File: src/pfm_pkg.sv
// pin mux constants: modes, resets, pin
// positions, routes.
// assumes one bus clock domain.
//
// Contract
// - E5 is gpio, latches mode bit a
// - E6 latches mode bit b at reset rise
// - E5 carries queue tracking output 0
// - E4 may drive the bus clock
// - E3 is low byte strobe when expanded
// - E3 low tags low instruction half
// - E2 is bus read/write when expanded
// - E1 maskable irq input, wakes from stop
// - E0 nonmaskable irq input, wakes from stop
// - H, J7/6/1/0, P7..4 key wakeup inputs
// - spi2 on H7..4, spi1 on H3..0
// - mosi drives when master, listens when slave
// - miso listens when master, drives when slave
// - J7/J6 carry can4 or i2c
// - K7 is emulation chip select when expanded
// - K7 latched into flash map enable in modes 101 and 111
// - flash map reset value follows mode
// - K5..0 carry page address when expanded
// - port M carries can0 and can4 routings
// - M5..2 carry spi0 sck mosi ss miso
// - P7..4 carry pwm7..4 or spi2
package pfm_pkg;

	// operating modes, {c, b, a}
	localparam logic [2:0] MODE_SPECIAL_SINGLE = 3'h0;
	localparam logic [2:0] MODE_EMU_NARROW = 3'h1;
	localparam logic [2:0] MODE_SPECIAL_TEST = 3'h2;
	localparam logic [2:0] MODE_EMU_WIDE = 3'h3;
	localparam logic [2:0] MODE_NORMAL_SINGLE = 3'h4;
	localparam logic [2:0] MODE_NORMAL_NARROW = 3'h5;
	localparam logic [2:0] MODE_PERIPH_TEST = 3'h6;
	localparam logic [2:0] MODE_NORMAL_WIDE = 3'h7;

	// reset values
	localparam logic [2:0] MODE_RESET = 3'h0;
	localparam logic FLASH_MAP_RESET = 1'b1;

	// port e bit positions
	localparam int E_NMI = 0;
	localparam int E_IRQ = 1;
	localparam int E_RW = 2;
	localparam int E_STROBE = 3;
	localparam int E_BUSCLK = 4;
	localparam int E_MODE_A = 5;
	localparam int E_MODE_B = 6;

	// port k fields
	localparam int K_CHIP_SEL = 7;
	localparam int PAGE_W = 6;

	// port j: legal wake bits and can4 / i2c pins
	localparam logic [7:0] J_WAKE_MASK = 8'hc3;
	localparam int J_TX = 7;
	localparam int J_RX = 6;

	// can routing selections
	localparam logic [1:0] CAN_OFF = 2'h0;
	localparam logic [1:0] CAN0_M10 = 2'h1;
	localparam logic [1:0] CAN0_M32 = 2'h2;
	localparam logic [1:0] CAN0_M54 = 2'h3;
	localparam logic [1:0] CAN4_J76 = 2'h1;
	localparam logic [1:0] CAN4_M54 = 2'h2;
	localparam logic [1:0] CAN4_M76 = 2'h3;

	// spi pin positions: within an h nibble, on port m, on port p
	localparam int H_SS = 3;
	localparam int H_SCK = 2;
	localparam int H_MOSI = 1;
	localparam int H_MISO = 0;
	localparam int M_SCK = 5;
	localparam int M_MOSI = 4;
	localparam int M_SS = 3;
	localparam int M_MISO = 2;
	localparam int P_SCK = 7;
	localparam int P_SS = 6;
	localparam int P_MOSI = 5;
	localparam int P_MISO = 4;

	// pwm channels 7..4 sit on p7..4
	localparam int PWM_P_LSB = 4;

	// wake vector {h7..0, j7..0, p7..4}
	localparam int WAKE_W = 20;

	// edge sense of a wake input
	typedef enum logic [0:0] {
		SENSE_FALL = 1'b0,
		SENSE_RISE = 1'b1
	} pfm_sense_type;

endpackage : pfm_pkg

File: src/pfm_wake_detect.sv
// key wakeup edge detect, sticky flags.
// assumes pin_sync is two-flop synced; pin_raw is the bare pin.
`timescale 1ns/1ps
module pfm_wake_detect #(
	parameter int WIDTH = 20
) (
	input logic clock,
	input logic reset_n,
	input logic [WIDTH-1:0] pin_raw,
	input logic [WIDTH-1:0] pin_sync,
	input logic [WIDTH-1:0] enable,
	input logic [WIDTH-1:0] rising,
	input logic [WIDTH-1:0] clear,
	output logic [WIDTH-1:0] flags_q,
	output logic wake_async
);

	// refuse an empty vector
	if (WIDTH < 1) begin : g_bad_width
		$error("pfm_wake_detect: WIDTH must be at least 1");
	end

	logic [WIDTH-1:0] prev_q; // last synchronised level
	logic [WIDTH-1:0] hit; // enabled edge this cycle
	logic [WIDTH-1:0] flags_d; // next flag state

	////////////////////////////////////////////////////////////////////////////
	// edge detection per input
	genvar i;
	for (i = 0; i < WIDTH; i++) begin : g_edge
		// sense picks the edge that counts
		assign hit[i] = enable[i] & (rising[i] ? (pin_sync[i] & ~prev_q[i])
			: (~pin_sync[i] & prev_q[i]));
	end

	// a new edge wins over a clear in the same cycle
	assign flags_d = (flags_q & ~clear) | hit;

	// stopped clock: bare level wakes
	assign wake_async = |(enable & ~(pin_raw ^ rising));

	////////////////////////////////////////////////////////////////////////////
	// state
	always_ff @(posedge clock)
	begin
		if (!reset_n)
		begin
			// pins idle high; a low reset value would fake a rising edge
			prev_q <= '1;
			flags_q <= '0;
		end
		else
		begin
			prev_q <= pin_sync;
			flags_q <= flags_d;
		end
	end

endmodule : pfm_wake_detect

File: src/pfm_port_mux.sv
// pin mux for ports e, h, j, k, m, p,
// with strap latches and key wakeup.
// assumes core inputs on clock; pins async;
// pads resolve each pin from out and oe.
`timescale 1ns/1ps
module pfm_port_mux (
	input logic clock,
	input logic reset_n,
	// pins
	input logic reset_pin_n,
	input logic mode_select_pin_c,
	input logic [7:0] port_e_in,
	output logic [7:0] port_e_out_q,
	output logic [7:0] port_e_oe_q,
	input logic [7:0] port_h_in,
	output logic [7:0] port_h_out_q,
	output logic [7:0] port_h_oe_q,
	input logic [7:0] port_j_in,
	output logic [7:0] port_j_out_q,
	output logic [7:0] port_j_oe_q,
	input logic [7:0] port_k_in,
	output logic [7:0] port_k_out_q,
	output logic [7:0] port_k_oe_q,
	input logic [7:0] port_m_in,
	output logic [7:0] port_m_out_q,
	output logic [7:0] port_m_oe_q,
	input logic [7:0] port_p_in,
	output logic [7:0] port_p_out_q,
	output logic [7:0] port_p_oe_q,
	// general purpose io
	input logic [7:0] gpio_e_out,
	input logic [7:0] gpio_e_dir,
	input logic [7:0] gpio_h_out,
	input logic [7:0] gpio_h_dir,
	input logic [7:0] gpio_j_out,
	input logic [7:0] gpio_j_dir,
	input logic [7:0] gpio_k_out,
	input logic [7:0] gpio_k_dir,
	input logic [7:0] gpio_m_out,
	input logic [7:0] gpio_m_dir,
	input logic [7:0] gpio_p_out,
	input logic [7:0] gpio_p_dir,
	output logic [47:0] gpio_in_q,
	// mode and expanded bus
	output logic mode_select_bit_a_q,
	output logic mode_select_bit_b_q,
	output logic mode_select_bit_c_q,
	output logic flash_map_enable_bit_q,
	output logic expanded_mode_q,
	input logic queue_track_en,
	input logic queue_track_out_0,
	input logic bus_clock_out_en,
	input logic bus_clock_level,
	input logic tag_enable,
	input logic low_byte_strobe_n,
	input logic bus_read_write,
	input logic emulation_chip_select_n,
	input logic [5:0] page_address_out,
	output logic tag_low_half_n_q,
	// interrupts and wakeup
	output logic irq_request_q,
	output logic nonmaskable_irq_q,
	input logic [19:0] key_wake_enable,
	input logic [19:0] key_wake_rising,
	input logic [19:0] key_wake_clear,
	output logic [19:0] key_wake_flags_q,
	output logic key_wake_irq_q,
	output logic wake_async,
	// serial peripheral interfaces 2..0
	input logic [2:0] spi_enable,
	input logic spi2_on_port_p,
	input logic [2:0] spi_master,
	input logic [2:0] spi_sck_out,
	input logic [2:0] spi_ss_out,
	input logic [2:0] spi_ss_oe,
	input logic [2:0] spi_mosi_out,
	input logic [2:0] spi_miso_out,
	output logic [2:0] spi_sck_in_q,
	output logic [2:0] spi_ss_in_q,
	output logic [2:0] spi_mosi_in_q,
	output logic [2:0] spi_miso_in_q,
	// can, i2c, pwm
	input logic [1:0] can0_route,
	input logic [1:0] can4_route,
	input logic can0_transmit_pin,
	input logic can4_transmit_pin,
	output logic can0_receive_pin_q,
	output logic can4_receive_pin_q,
	input logic i2c_enable,
	input logic i2c_scl_out,
	input logic i2c_sda_out,
	output logic i2c_scl_in_q,
	output logic i2c_sda_in_q,
	input logic [3:0] pwm_enable,
	input logic [3:0] pwm_out
);

	////////////////////////////////////////////////////////////////////////////
	// pin synchronisers
	logic [49:0] pin_s1_q; // first stage, read by second only
	logic [49:0] pin_s2_q; // settled pin levels
	logic [7:0] e_s, h_s, j_s, k_s, m_s, p_s; // settled ports
	logic rst_pin_s; // settled reset pin
	logic rst_pin_prev_q; // reset pin one cycle ago
	logic rst_pin_rise; // rising edge of the reset pin

	assign {rst_pin_s, e_s, h_s, j_s, k_s, m_s, p_s} = {pin_s2_q[49], pin_s2_q[47:0]};
	assign rst_pin_rise = rst_pin_s & ~rst_pin_prev_q;

	// two flops on every pin; only the stopped-clock wake path reads bare pins
	always_ff @(posedge clock)
	begin
		if (!reset_n)
		begin
			// pins idle high, so no false irq or edge after reset
			pin_s1_q <= {1'b0, 49'h1ffffffffffff};
			pin_s2_q <= {1'b0, 49'h1ffffffffffff};
		end
		else
		begin
			pin_s1_q <= {reset_pin_n, mode_select_pin_c, port_e_in, port_h_in,
				port_j_in, port_k_in, port_m_in, port_p_in};
			pin_s2_q <= pin_s1_q;
		end
	end

	////////////////////////////////////////////////////////////////////////////
	// mode straps and flash map enable
	logic [2:0] mode_q; // {c, b, a}
	logic [2:0] strap_mode; // mode seen on the straps now
	logic strap_flash; // flash enable for that mode
	logic expanded; // external bus active

	// straps read on the settled pins
	assign strap_mode = {pin_s2_q[48], e_s[pfm_pkg::E_MODE_B], e_s[pfm_pkg::E_MODE_A]};

	// mode decides flash; 101 and 111 take k7
	always_comb
	begin
		unique case (strap_mode)
			pfm_pkg::MODE_SPECIAL_SINGLE,
			pfm_pkg::MODE_NORMAL_SINGLE,
			pfm_pkg::MODE_PERIPH_TEST: strap_flash = 1'b1;
			pfm_pkg::MODE_EMU_WIDE,
			pfm_pkg::MODE_EMU_NARROW,
			pfm_pkg::MODE_SPECIAL_TEST: strap_flash = 1'b0;
			default: strap_flash = k_s[pfm_pkg::K_CHIP_SEL];
		endcase
	end

	// every mode with an external bus
	assign expanded = mode_q inside {pfm_pkg::MODE_EMU_NARROW, pfm_pkg::MODE_SPECIAL_TEST,
		pfm_pkg::MODE_EMU_WIDE, pfm_pkg::MODE_NORMAL_NARROW,
		pfm_pkg::MODE_NORMAL_WIDE};

	// latch straps on the reset pin's rising edge
	always_ff @(posedge clock)
	begin
		if (!reset_n)
		begin
			rst_pin_prev_q <= 1'b0;
			mode_q <= pfm_pkg::MODE_RESET;
			flash_map_enable_bit_q <= pfm_pkg::FLASH_MAP_RESET;
			expanded_mode_q <= 1'b0;
		end
		else
		begin
			rst_pin_prev_q <= rst_pin_s;
			expanded_mode_q <= expanded;
			if (rst_pin_rise)
			begin
				mode_q <= strap_mode;
				flash_map_enable_bit_q <= strap_flash;
			end
		end
	end

	assign {mode_select_bit_c_q, mode_select_bit_b_q, mode_select_bit_a_q} = mode_q;

	////////////////////////////////////////////////////////////////////////////
	// spi drive table, {oe, out} per role and instance
	logic [1:0] ss_drv [3];
	logic [1:0] sck_drv [3];
	logic [1:0] mosi_drv [3];
	logic [1:0] miso_drv [3];

	genvar n;
	for (n = 0; n < 3; n++) begin : g_spi
		// ss drives as master with its own enable
		assign ss_drv[n] = {spi_master[n] & spi_ss_oe[n], spi_ss_out[n]};
		assign sck_drv[n] = {spi_master[n], spi_sck_out[n]};
		assign mosi_drv[n] = {spi_master[n], spi_mosi_out[n]};
		assign miso_drv[n] = {~spi_master[n], spi_miso_out[n]};
	end

	logic spi2_h; // spi2 routed to h7..4
	logic spi2_p; // spi2 routed to p7..4
	assign spi2_h = spi_enable[2] & ~spi2_on_port_p;
	assign spi2_p = spi_enable[2] & spi2_on_port_p;

	////////////////////////////////////////////////////////////////////////////
	// pin drive: gpio first, later functions override
	logic [7:0] e_o, e_oe, h_o, h_oe, j_o, j_oe; // next pin drive
	logic [7:0] k_o, k_oe, m_o, m_oe, p_o, p_oe; // next pin drive

	// port e
	always_comb
	begin
		e_o = gpio_e_out;
		e_oe = gpio_e_dir;
		e_oe[pfm_pkg::E_IRQ] = 1'b0;
		e_oe[pfm_pkg::E_NMI] = 1'b0;
		if (queue_track_en)
			{e_oe[pfm_pkg::E_MODE_A], e_o[pfm_pkg::E_MODE_A]} = {1'b1, queue_track_out_0};
		if (bus_clock_out_en)
			{e_oe[pfm_pkg::E_BUSCLK], e_o[pfm_pkg::E_BUSCLK]} = {1'b1, bus_clock_level};
		if (expanded)
		begin
			// tagging turns the strobe pin into an input
			if (tag_enable)
				e_oe[pfm_pkg::E_STROBE] = 1'b0;
			else
				{e_oe[pfm_pkg::E_STROBE], e_o[pfm_pkg::E_STROBE]} = {1'b1, low_byte_strobe_n};
			{e_oe[pfm_pkg::E_RW], e_o[pfm_pkg::E_RW]} = {1'b1, bus_read_write};
		end
	end

	// port h: spi1 low nibble, spi2 high nibble
	always_comb
	begin
		h_o = gpio_h_out;
		h_oe = gpio_h_dir;
		if (spi_enable[1])
		begin
			{h_oe[pfm_pkg::H_SS], h_o[pfm_pkg::H_SS]} = ss_drv[1];
			{h_oe[pfm_pkg::H_SCK], h_o[pfm_pkg::H_SCK]} = sck_drv[1];
			{h_oe[pfm_pkg::H_MOSI], h_o[pfm_pkg::H_MOSI]} = mosi_drv[1];
			{h_oe[pfm_pkg::H_MISO], h_o[pfm_pkg::H_MISO]} = miso_drv[1];
		end
		if (spi2_h)
		begin
			{h_oe[4+pfm_pkg::H_SS], h_o[4+pfm_pkg::H_SS]} = ss_drv[2];
			{h_oe[4+pfm_pkg::H_SCK], h_o[4+pfm_pkg::H_SCK]} = sck_drv[2];
			{h_oe[4+pfm_pkg::H_MOSI], h_o[4+pfm_pkg::H_MOSI]} = mosi_drv[2];
			{h_oe[4+pfm_pkg::H_MISO], h_o[4+pfm_pkg::H_MISO]} = miso_drv[2];
		end
	end

	// port j: i2c open drain, can4 overrides it
	always_comb
	begin
		j_o = gpio_j_out;
		j_oe = gpio_j_dir;
		if (i2c_enable)
		begin
			{j_oe[pfm_pkg::J_TX], j_o[pfm_pkg::J_TX]} = {~i2c_scl_out, 1'b0};
			{j_oe[pfm_pkg::J_RX], j_o[pfm_pkg::J_RX]} = {~i2c_sda_out, 1'b0};
		end
		if (can4_route == pfm_pkg::CAN4_J76)
		begin
			{j_oe[pfm_pkg::J_TX], j_o[pfm_pkg::J_TX]} = {1'b1, can4_transmit_pin};
			j_oe[pfm_pkg::J_RX] = 1'b0;
		end
	end

	// port k: chip select and page address on the external bus
	always_comb
	begin
		k_o = gpio_k_out;
		k_oe = gpio_k_dir;
		if (expanded)
		begin
			{k_oe[pfm_pkg::K_CHIP_SEL], k_o[pfm_pkg::K_CHIP_SEL]} = {1'b1, emulation_chip_select_n};
			k_o[pfm_pkg::PAGE_W-1:0] = page_address_out;
			k_oe[pfm_pkg::PAGE_W-1:0] = '1;
		end
	end

	// port m: can0, then can4, then spi0 in rising priority
	always_comb
	begin
		m_o = gpio_m_out;
		m_oe = gpio_m_dir;
		unique case (can0_route)
			pfm_pkg::CAN0_M10: {m_oe[1:0], m_o[1:0]} = {2'b10, can0_transmit_pin, 1'b0};
			pfm_pkg::CAN0_M32: {m_oe[3:2], m_o[3:2]} = {2'b10, can0_transmit_pin, 1'b0};
			pfm_pkg::CAN0_M54: {m_oe[5:4], m_o[5:4]} = {2'b10, can0_transmit_pin, 1'b0};
			default: ;
		endcase
		unique case (can4_route)
			pfm_pkg::CAN4_M54: {m_oe[5:4], m_o[5:4]} = {2'b10, can4_transmit_pin, 1'b0};
			pfm_pkg::CAN4_M76: {m_oe[7:6], m_o[7:6]} = {2'b10, can4_transmit_pin, 1'b0};
			default: ;
		endcase
		if (spi_enable[0])
		begin
			{m_oe[pfm_pkg::M_SCK], m_o[pfm_pkg::M_SCK]} = sck_drv[0];
			{m_oe[pfm_pkg::M_MOSI], m_o[pfm_pkg::M_MOSI]} = mosi_drv[0];
			{m_oe[pfm_pkg::M_SS], m_o[pfm_pkg::M_SS]} = ss_drv[0];
			{m_oe[pfm_pkg::M_MISO], m_o[pfm_pkg::M_MISO]} = miso_drv[0];
		end
	end

	// port p: pwm7..4, spi2 overrides
	always_comb
	begin
		p_o = gpio_p_out;
		p_oe = gpio_p_dir;
		for (int c = 0; c < 4; c++)
		begin
			if (pwm_enable[c])
				{p_oe[pfm_pkg::PWM_P_LSB+c], p_o[pfm_pkg::PWM_P_LSB+c]} = {1'b1, pwm_out[c]};
		end
		if (spi2_p)
		begin
			{p_oe[pfm_pkg::P_SCK], p_o[pfm_pkg::P_SCK]} = sck_drv[2];
			{p_oe[pfm_pkg::P_SS], p_o[pfm_pkg::P_SS]} = ss_drv[2];
			{p_oe[pfm_pkg::P_MOSI], p_o[pfm_pkg::P_MOSI]} = mosi_drv[2];
			{p_oe[pfm_pkg::P_MISO], p_o[pfm_pkg::P_MISO]} = miso_drv[2];
		end
	end

	////////////////////////////////////////////////////////////////////////////
	// pin levels back to the peripherals
	logic [3:0] spi0_i, spi1_i, spi2_i; // {ss, sck, mosi, miso}
	logic can0_rx, can4_rx; // selected receive pins

	assign spi0_i = {m_s[pfm_pkg::M_SS], m_s[pfm_pkg::M_SCK], m_s[pfm_pkg::M_MOSI], m_s[pfm_pkg::M_MISO]};
	assign spi1_i = h_s[3:0];
	assign spi2_i = spi2_on_port_p ? {p_s[pfm_pkg::P_SS], p_s[pfm_pkg::P_SCK], p_s[pfm_pkg::P_MOSI],
		p_s[pfm_pkg::P_MISO]} : h_s[7:4];

	// unrouted receiver reads recessive
	assign can0_rx = (can0_route == pfm_pkg::CAN0_M10) ? m_s[0]
		: (can0_route == pfm_pkg::CAN0_M32) ? m_s[2]
		: (can0_route == pfm_pkg::CAN0_M54) ? m_s[4] : 1'b1;
	assign can4_rx = (can4_route == pfm_pkg::CAN4_J76) ? j_s[pfm_pkg::J_RX]
		: (can4_route == pfm_pkg::CAN4_M54) ? m_s[4]
		: (can4_route == pfm_pkg::CAN4_M76) ? m_s[6] : 1'b1;

	////////////////////////////////////////////////////////////////////////////
	// key wakeup
	logic [19:0] wake_raw, wake_sync; // {h7..0, j7..0, p7..4}
	logic [19:0] wake_en; // j bits without a wake function masked
	logic wake_keys; // bare-level wake from the key inputs

	assign wake_raw = {port_h_in, port_j_in, port_p_in[7:4]};
	assign wake_sync = {h_s, j_s, p_s[7:4]};
	assign wake_en = key_wake_enable & {8'hff, pfm_pkg::J_WAKE_MASK, 4'hf};

	pfm_wake_detect #(
		.WIDTH(pfm_pkg::WAKE_W)
	) u_wake (
		.clock(clock),
		.reset_n(reset_n),
		.pin_raw(wake_raw),
		.pin_sync(wake_sync),
		.enable(wake_en),
		.rising(key_wake_rising),
		.clear(key_wake_clear),
		.flags_q(key_wake_flags_q),
		.wake_async(wake_keys)
	);

	// stopped clock: keys or an irq pin low
	assign wake_async = wake_keys | ~port_e_in[pfm_pkg::E_IRQ] | ~port_e_in[pfm_pkg::E_NMI];

	////////////////////////////////////////////////////////////////////////////
	// registered outputs
	always_ff @(posedge clock)
	begin
		if (!reset_n)
		begin
			{port_e_out_q, port_e_oe_q, port_h_out_q, port_h_oe_q} <= '0;
			{port_j_out_q, port_j_oe_q, port_k_out_q, port_k_oe_q} <= '0;
			{port_m_out_q, port_m_oe_q, port_p_out_q, port_p_oe_q} <= '0;
			{spi_ss_in_q, spi_sck_in_q, spi_mosi_in_q, spi_miso_in_q} <= '0;
			{can0_receive_pin_q, can4_receive_pin_q} <= 2'h3;
			{i2c_scl_in_q, i2c_sda_in_q} <= 2'h3;
			tag_low_half_n_q <= 1'b1;
			{irq_request_q, nonmaskable_irq_q, key_wake_irq_q} <= '0;
		end
		else
		begin
			{port_e_out_q, port_e_oe_q, port_h_out_q, port_h_oe_q} <= {e_o, e_oe, h_o, h_oe};
			{port_j_out_q, port_j_oe_q, port_k_out_q, port_k_oe_q} <= {j_o, j_oe, k_o, k_oe};
			{port_m_out_q, port_m_oe_q, port_p_out_q, port_p_oe_q} <= {m_o, m_oe, p_o, p_oe};
			{spi_ss_in_q, spi_sck_in_q, spi_mosi_in_q, spi_miso_in_q} <=
				{spi2_i[3], spi1_i[3], spi0_i[3], spi2_i[2], spi1_i[2], spi0_i[2],
				spi2_i[1], spi1_i[1], spi0_i[1], spi2_i[0], spi1_i[0], spi0_i[0]};
			{can0_receive_pin_q, can4_receive_pin_q} <= {can0_rx, can4_rx};
			// a disabled bus reads idle high
			i2c_scl_in_q <= ~i2c_enable | j_s[pfm_pkg::J_TX];
			i2c_sda_in_q <= ~i2c_enable | j_s[pfm_pkg::J_RX];
			// low on the strobe pin tags the low half
			tag_low_half_n_q <= ~(expanded & tag_enable) | e_s[pfm_pkg::E_STROBE];
			irq_request_q <= ~e_s[pfm_pkg::E_IRQ];
			nonmaskable_irq_q <= ~e_s[pfm_pkg::E_NMI];
			key_wake_irq_q <= |key_wake_flags_q;
		end
	end

	assign gpio_in_q = pin_s2_q[47:0];

endmodule : pfm_port_mux

File: config.mk
export PLATFORM = sky130hd
export DESIGN_NAME = pfm_port_mux
export DESIGN_NICKNAME = d
export VERILOG_FILES = /design/src/pfm_pkg.sv /design/src/pfm_wake_detect.sv /design/src/pfm_port_mux.sv
export SDC_FILE = /design/constraint.sdc
export NUM_CORES = 1
export LEC_CHECK = 0
export BUFFER_PORTS_ARGS = -buffer_cell sky130_fd_sc_hd__buf_2
export CAP_MARGIN = 30
export CELL_PAD_IN_SITES_DETAIL_PLACEMENT = 2
export CELL_PAD_IN_SITES_GLOBAL_PLACEMENT = 2
export CORE_MARGIN = 2
export CORE_UTILIZATION = 28
export CTS_CLUSTER_DIAMETER = 100
export DETAILED_ROUTE_END_ITERATION = 16
export HOLD_SLACK_MARGIN = 0.1
export PLACE_DENSITY = 0.95
export SETUP_SLACK_MARGIN = 0.2
export SLEW_MARGIN = 20
export SYNTH_ARGS = -nofsm -noshare
export SYNTH_HDL_FRONTEND = slang
export SYNTH_SLANG_ARGS = --single-unit
File: constraint.sdc
create_clock -name clock -period 1.9 [get_ports clock]
set_clock_uncertainty 0.05 [all_clocks]
set_input_delay 0.19 -clock clock [delete_from_list [all_inputs] [get_ports clock]]
set_output_delay 0.19 -clock clock [all_outputs]
set_load 0.01 [all_outputs]
After elaboration in Yosys (flattened, before gate mapping)
Index checks and enable logic that the tools add are counted.
{"block": "word_totals", "out_inout_bits": 190, "elab_cells": 243, "register_bits": 262}
{"block": "op_classes", "n_bitwise": 112, "n_eq_ne": 16, "muxes": 66, "reduce_logical": 10}
{"op": "$and A1 B1 Y1", "n": 55}
{"op": "$not A1 Y1", "n": 46}
{"op": "$and A20 B20 Y20", "n": 2}
{"op": "$not A20 Y20", "n": 2}
{"op": "$reduce_or A20 Y1", "n": 2}
{"op": "$mux W1", "n": 39}
{"op": "$mux W4", "n": 9}
{"op": "$mux W2", "n": 15}
{"op": "$or A20 B20 Y20", "n": 1}
{"op": "$xor A20 B20 Y20", "n": 1}
{"op": "$eq A3 B2 Y1 const B", "n": 4}
{"op": "$eq A3 B3 Y1 const B", "n": 4}
{"op": "$mux W6", "n": 2}
{"op": "$eq A2 B2 Y1 const B", "n": 4}
{"op": "$reduce_or A2 Y1", "n": 4}
{"op": "$eq A3 B1 Y1 const B", "n": 2}
{"op": "$reduce_or A3 Y1", "n": 2}
{"op": "$or A1 B1 Y1", "n": 5}
{"op": "$reduce_bool A5 Y1", "n": 1}
{"op": "$eq A2 B1 Y1 const B", "n": 2}
{"op": "$logic_not A3 Y1", "n": 1}
{"op": "$pmux W1 S2", "n": 1}

Longest topological paths before layout
{"block": "depth", "word_depth": 6, "mapped_depth": 6, "depth_no_buf": 4}

Cells and area by module
From an unflattened synthesis, not the netlist that was laid out.
{"block": "unflattened", "hier_cells": 863, "hier_area_um2": 9011.1}
{"module": "pfm_port_mux", "cells_per_inst": 666, "area_each_um2": 7078.0, "instances": 1}
{"module": "pfm_wake_detect", "cells_per_inst": 197, "area_each_um2": 1933.1, "instances": 1}

Worst setup path after synthesis
Ideal clock, no wire load.
{"block": "synth_path", "path_kind": "register to register", "start": "register mode_q[2]", "end": "register port_e_oe_q[2]", "path_buffers": 2, "setup_time_ns": 0.115, "arrival_time_ns": 1.055, "slack_ns": 0.680, "path_stages_with_launch": 6, "t_required_ns": 1.735, "cell_sequence": "dfxtp_1 inv_2 a21o_1 buf_2 buf_4 o21a_1"}
{"block": "synth_between", "elab_chain_cells": 3, "word_cells_on_any_way": 7, "cone_classes": "5 x eq/ne; 1 x mux; 1 x reduce/logical"}
{"item": "start, declared", "line": "pfm_port_mux.sv:129", "source": "logic [2:0] mode_q;"}
{"item": "start signal, assigned", "line": "pfm_port_mux.sv:162", "source": "mode_q <= pfm_pkg::MODE_RESET;"}
{"item": "start signal, assigned", "line": "pfm_port_mux.sv:172", "source": "mode_q <= strap_mode;"}
{"item": "$eq A3 B1 Y1 (tied with other cells)", "line": "pfm_port_mux.sv:152", "source": "assign expanded = mode_q inside {pfm_pkg::MODE_EMU_NARROW, pfm_pkg::MODE_SPECIAL_TEST,"}
{"item": "$reduce_bool A5 Y1 *", "line": "pfm_port_mux.sv:152"}
{"item": "$mux W2 *", "line": "pfm_port_mux.sv:217", "source": "if (expanded)"}
{"item": "end signal, assigned", "line": "pfm_port_mux.sv:385", "source": "{port_e_out_q, port_e_oe_q, port_h_out_q, port_h_oe_q} <= {e_o, e_oe, h_o, h_oe};"}
{"item": "end, declared", "line": "pfm_port_mux.sv:14", "source": "output logic [7:0] port_e_oe_q,"}
Every way passes the cells marked *; elsewhere a longest branch is shown, timed or not.
A chain may end at the register's enable or synchronous reset.

Worst setup path in the final report
{"block": "layout_path", "start": "input can0_route[0]", "end": "register port_m_oe_q[1]"}
{"block": "layout_between", "elab_chain_cells": 2}
{"item": "start, declared", "line": "pfm_port_mux.sv:83", "source": "input logic [1:0] can0_route,"}
{"item": "$eq A2 B1 Y1", "line": "pfm_port_mux.sv:284", "source": "unique case (can0_route)"}
{"item": "$mux W2", "line": "pfm_port_mux.sv:284"}
{"item": "end signal, assigned", "line": "pfm_port_mux.sv:387", "source": "{port_m_out_q, port_m_oe_q, port_p_out_q, port_p_oe_q} <= {m_o, m_oe, p_o, p_oe};"}
{"item": "end, declared", "line": "pfm_port_mux.sv:26", "source": "output logic [7:0] port_m_oe_q,"}
No other way between the ends.

==> flow_metrics.tcl <==
set metrics [dict create \
    fin_setup_tns_ns 0 \
    critPathMaxStageDelay_ns 0.64 \
    synth.most_common_cell "dfxtp_1" \
    startpoint_type "input pin" \
    pin_count 451 \
    placed_cells 1589 \
    r2r_slack_ns 0.26 \
    min-delay-start "reset_n" \
    syn_inst 830 \
    synth_edf_count 0 \
    die_h_um 181 \
    syn_area_sq_mm 0.00879 \
    cp.required_ns 2.32 \
    min_to "pin_s2_q[16]" \
    crit_path_cell_trace "buf_2 > dlygate4sd3_1 > nand2b_2 > a21boi_1 > dlygate4sd3_1" \
    area_growth_pct 69.7 \
    critPathBufInv 3 \
    critical_path_class "in2reg" \
    ant_nets 0 \
    root_buffer "clkbuf_16" \
    post_cts_buffers 0 \
    worst_pin_slew_ns 1.06 \
    p_leak_nw 6.90 \
    ys.flop_type "dfxtp_1" \
    synth_largest_area_cell "dfxtp_1" \
    rsz0062_at_grt "no" \
    grt_pass1_vias 11000 \
    antenna_found_initial 12 \
    crit_top_cell "dlygate4sd3_1" \
    hold_viol 0 \
    dieArea_sq_mm 0.0328 \
    cts_inserted_buffers 30 \
    h-tree-depth 1 \
    insertion_delay_ns 0.54 \
    synthTopCellsByCount "256 x dfxtp_1, 139 x nand2b_1, 62 x nand2_1" \
    fin_crit_sh_pct 88.9 \
    drt_iter0_drc 455 \
    setup_violations 0 \
    syn_area_per_cell_sq_um 10.6 \
    r2r-end "u_wake.flags_q[1]" \
    nFillCells 3142 \
    die_x_um 181 \
    clock_path_buffers 3 \
    wl_per_cell_um 28.3 \
    cts_tree "done" \
    overflow 0 \
    yosysSeqAreaShare_pct 58.3 \
    grt_usage_pct 31.9 \
    finalCriticalPeriod_ns 1.69 \
    final_cells 1926 \
    fin_nets 1762 \
    port-buffer-count 438 \
    design.core.area_sq_mm 0.0307 \
    status "completed" \
    dpl.hpwl_um 27300 \
    cp_slowest_cell "dlygate4sd3_1" \
    drive_above_1_share_pct 33.9 \
    synth_cell_types 41 \
    peakVddDrop_mv 0.616 \
    yosysWarnings 0 \
    place.gp.congestion 0.807 \
    synth_top_family_by_area "simple AND/OR/NAND/NOR gates" \
    std_cell_rows 64 \
    synth-seq-cells 256 \
    relSlewSlack_pct 29.4 \
    muxShareOfSynthArea_pct 2.62 \
    finalWirelength_um 54600 \
    r2r_cells 5 \
    vias 9230 \
    end_kind "flip-flop" \
    drv_slew 0 \
    cp.arrival_ns 2.11 \
    crit_fanout 7 \
    whs_path_depth 3 \
    synth_fa_ha_area_share_pct 0 \
    maxCapViolCount 0 \
    clk_pin_slew_ns 0.06 \
    fmax_ghz 0.592 \
    synthArstFlopShare_pct 0 \
    synth-compound-area-share_pct 8.63 \
    drc_errors 0 \
    hp-class "in2reg" \
    path_delay_family "buffers and inverters" \
    grt_pass1_wl_um 77000 \
    clock_sinks 256 \
    grt_max_degree 47 \
    power_mw 13.8 \
    reg2reg_from "pin_s2_q[5]" \
    yosys.area_share.simple_pct 22.5 \
    firstDrtPassIters 4 \
    synth_xor_area_share_pct 1.59 \
    yosysTopAreaCellShare_pct 58.3 \
    synth.top_cells.by_area "dfxtp_1 58%, nand2b_1 9.9%, buf_4 4.4%" \
    start_util_pct 28.6 \
    powerDensity_mw_per_mm2 925 \
    viasPerCell 4.79 \
]
## registers in the layout, indices dropped and copies added, names as in the netlist, 16 cells and up
register        cells
u_wake.flags_q     20
pin_s2_q           50
u_wake.prev_q      16
pin_s1_q           50
## final cells by class
type,count,area (sq um),share of cell area [%]
inverter,5,18.8,0.126
antenna,9,22.5,0.151
multi-input combinational,484,3150,21.1
tap,396,495,3.32
clock buffer,44,905,6.07
sequential,256,5130,34.4
clock inverter,8,98.8,0.663
timing repair buffer,724,5090,34.1
## how the worst max path moves through the flow
stage / from / end / slack (ns) / cells past startpoint
6_report: can0_route[0] / port_m_oe_q[1] / 0.21 / 5
2_1_floorplan: mode_q[2] / port_e_oe_q[2] / 0.68 / 5
4_1_cts: gpio_m_out[7] / port_m_out_q[7] / 0.22 / 6
3_5_place_dp: key_wake_rising[2] / wake_async / 0.39 / 6
5_1_grt: gpio_p_dir[4] / port_p_oe_q[4] / 0.20 / 6
3_3_place_gp: key_wake_rising[2] / wake_async / 0.43 / 6
## layout by cell type, fill, tap and decap left out, types with 13 or more instances in the layout
master	n
a21boi_1	42
and2_1	46
and3b_1	13
buf_2	436
clkbuf_16	31
dfxtp_1	251
dlygate4sd3_1	274
mux2i_1	23
nand2_1	62
nand2b_1	138
nor2b_1	24
nor3b_1	13
o21ai_0	19
xnor2_1	16
## per-stage QoR
step           instance area (sq um)  hold WS [ns]  setup WS (ns)  utilization, %
2_1_floorplan                   8790         0.212          0.680               -
3_3_place_gp                   11100         0.321          0.425            36.0
3_5_place_dp                   11100         0.329          0.393            36.0
4_1_cts                        14800         0.100          0.218            48.2
5_1_grt                        14900        0.0957          0.201            48.5
6_report                       14900        0.0754          0.212            48.5
## where the power goes
| part | switching (mW) | internal [mW] | total, mW |
|---|---|---|---|
| clock network | 2.48 | 3.54 | 6.02 |
| registers | 0.159 | 5.65 | 5.80 |
| logic | 0.982 | 0.984 | 1.97 |
## routing by layer
layer  vias up  share of wire [%]  track usage, %
li1       3995                  -               -
met1      4546                 34            30.2
met2       492                 53            61.0
met3       193                6.4            8.18
met4         4                7.3            19.8
met5         -              0.042               0
## kinds of logic after synthesis
| logic type | Yosys count |
|---|---|
| and+or+nand+nor | 336 |
| DFF | 256 |
| AOI/OAI and AO/OA | 107 |
| buffers and inverters | 91 |
| muxes | 23 |
| xor gates and xnor gates | 16 |
| other | 1 |
## worst reg2reg max path, cell delays in order, from the launching register on
cell,delay [ns]
dfxtp_1,0.46
nand2_1,0.09
nor2_1,0.11
o21ai_1,0.11
a21boi_1,0.17
dlygate4sd3_1,0.60
## repair_timing
action                                 in CTS  in global routing
endpoints found under the hold margin     180                  3
hold buffers                              274                  7
resized for setup                           0                 22
setup endpoints to repair                   0                 24
No activity file was read; power rests on OpenSTA's default activity.
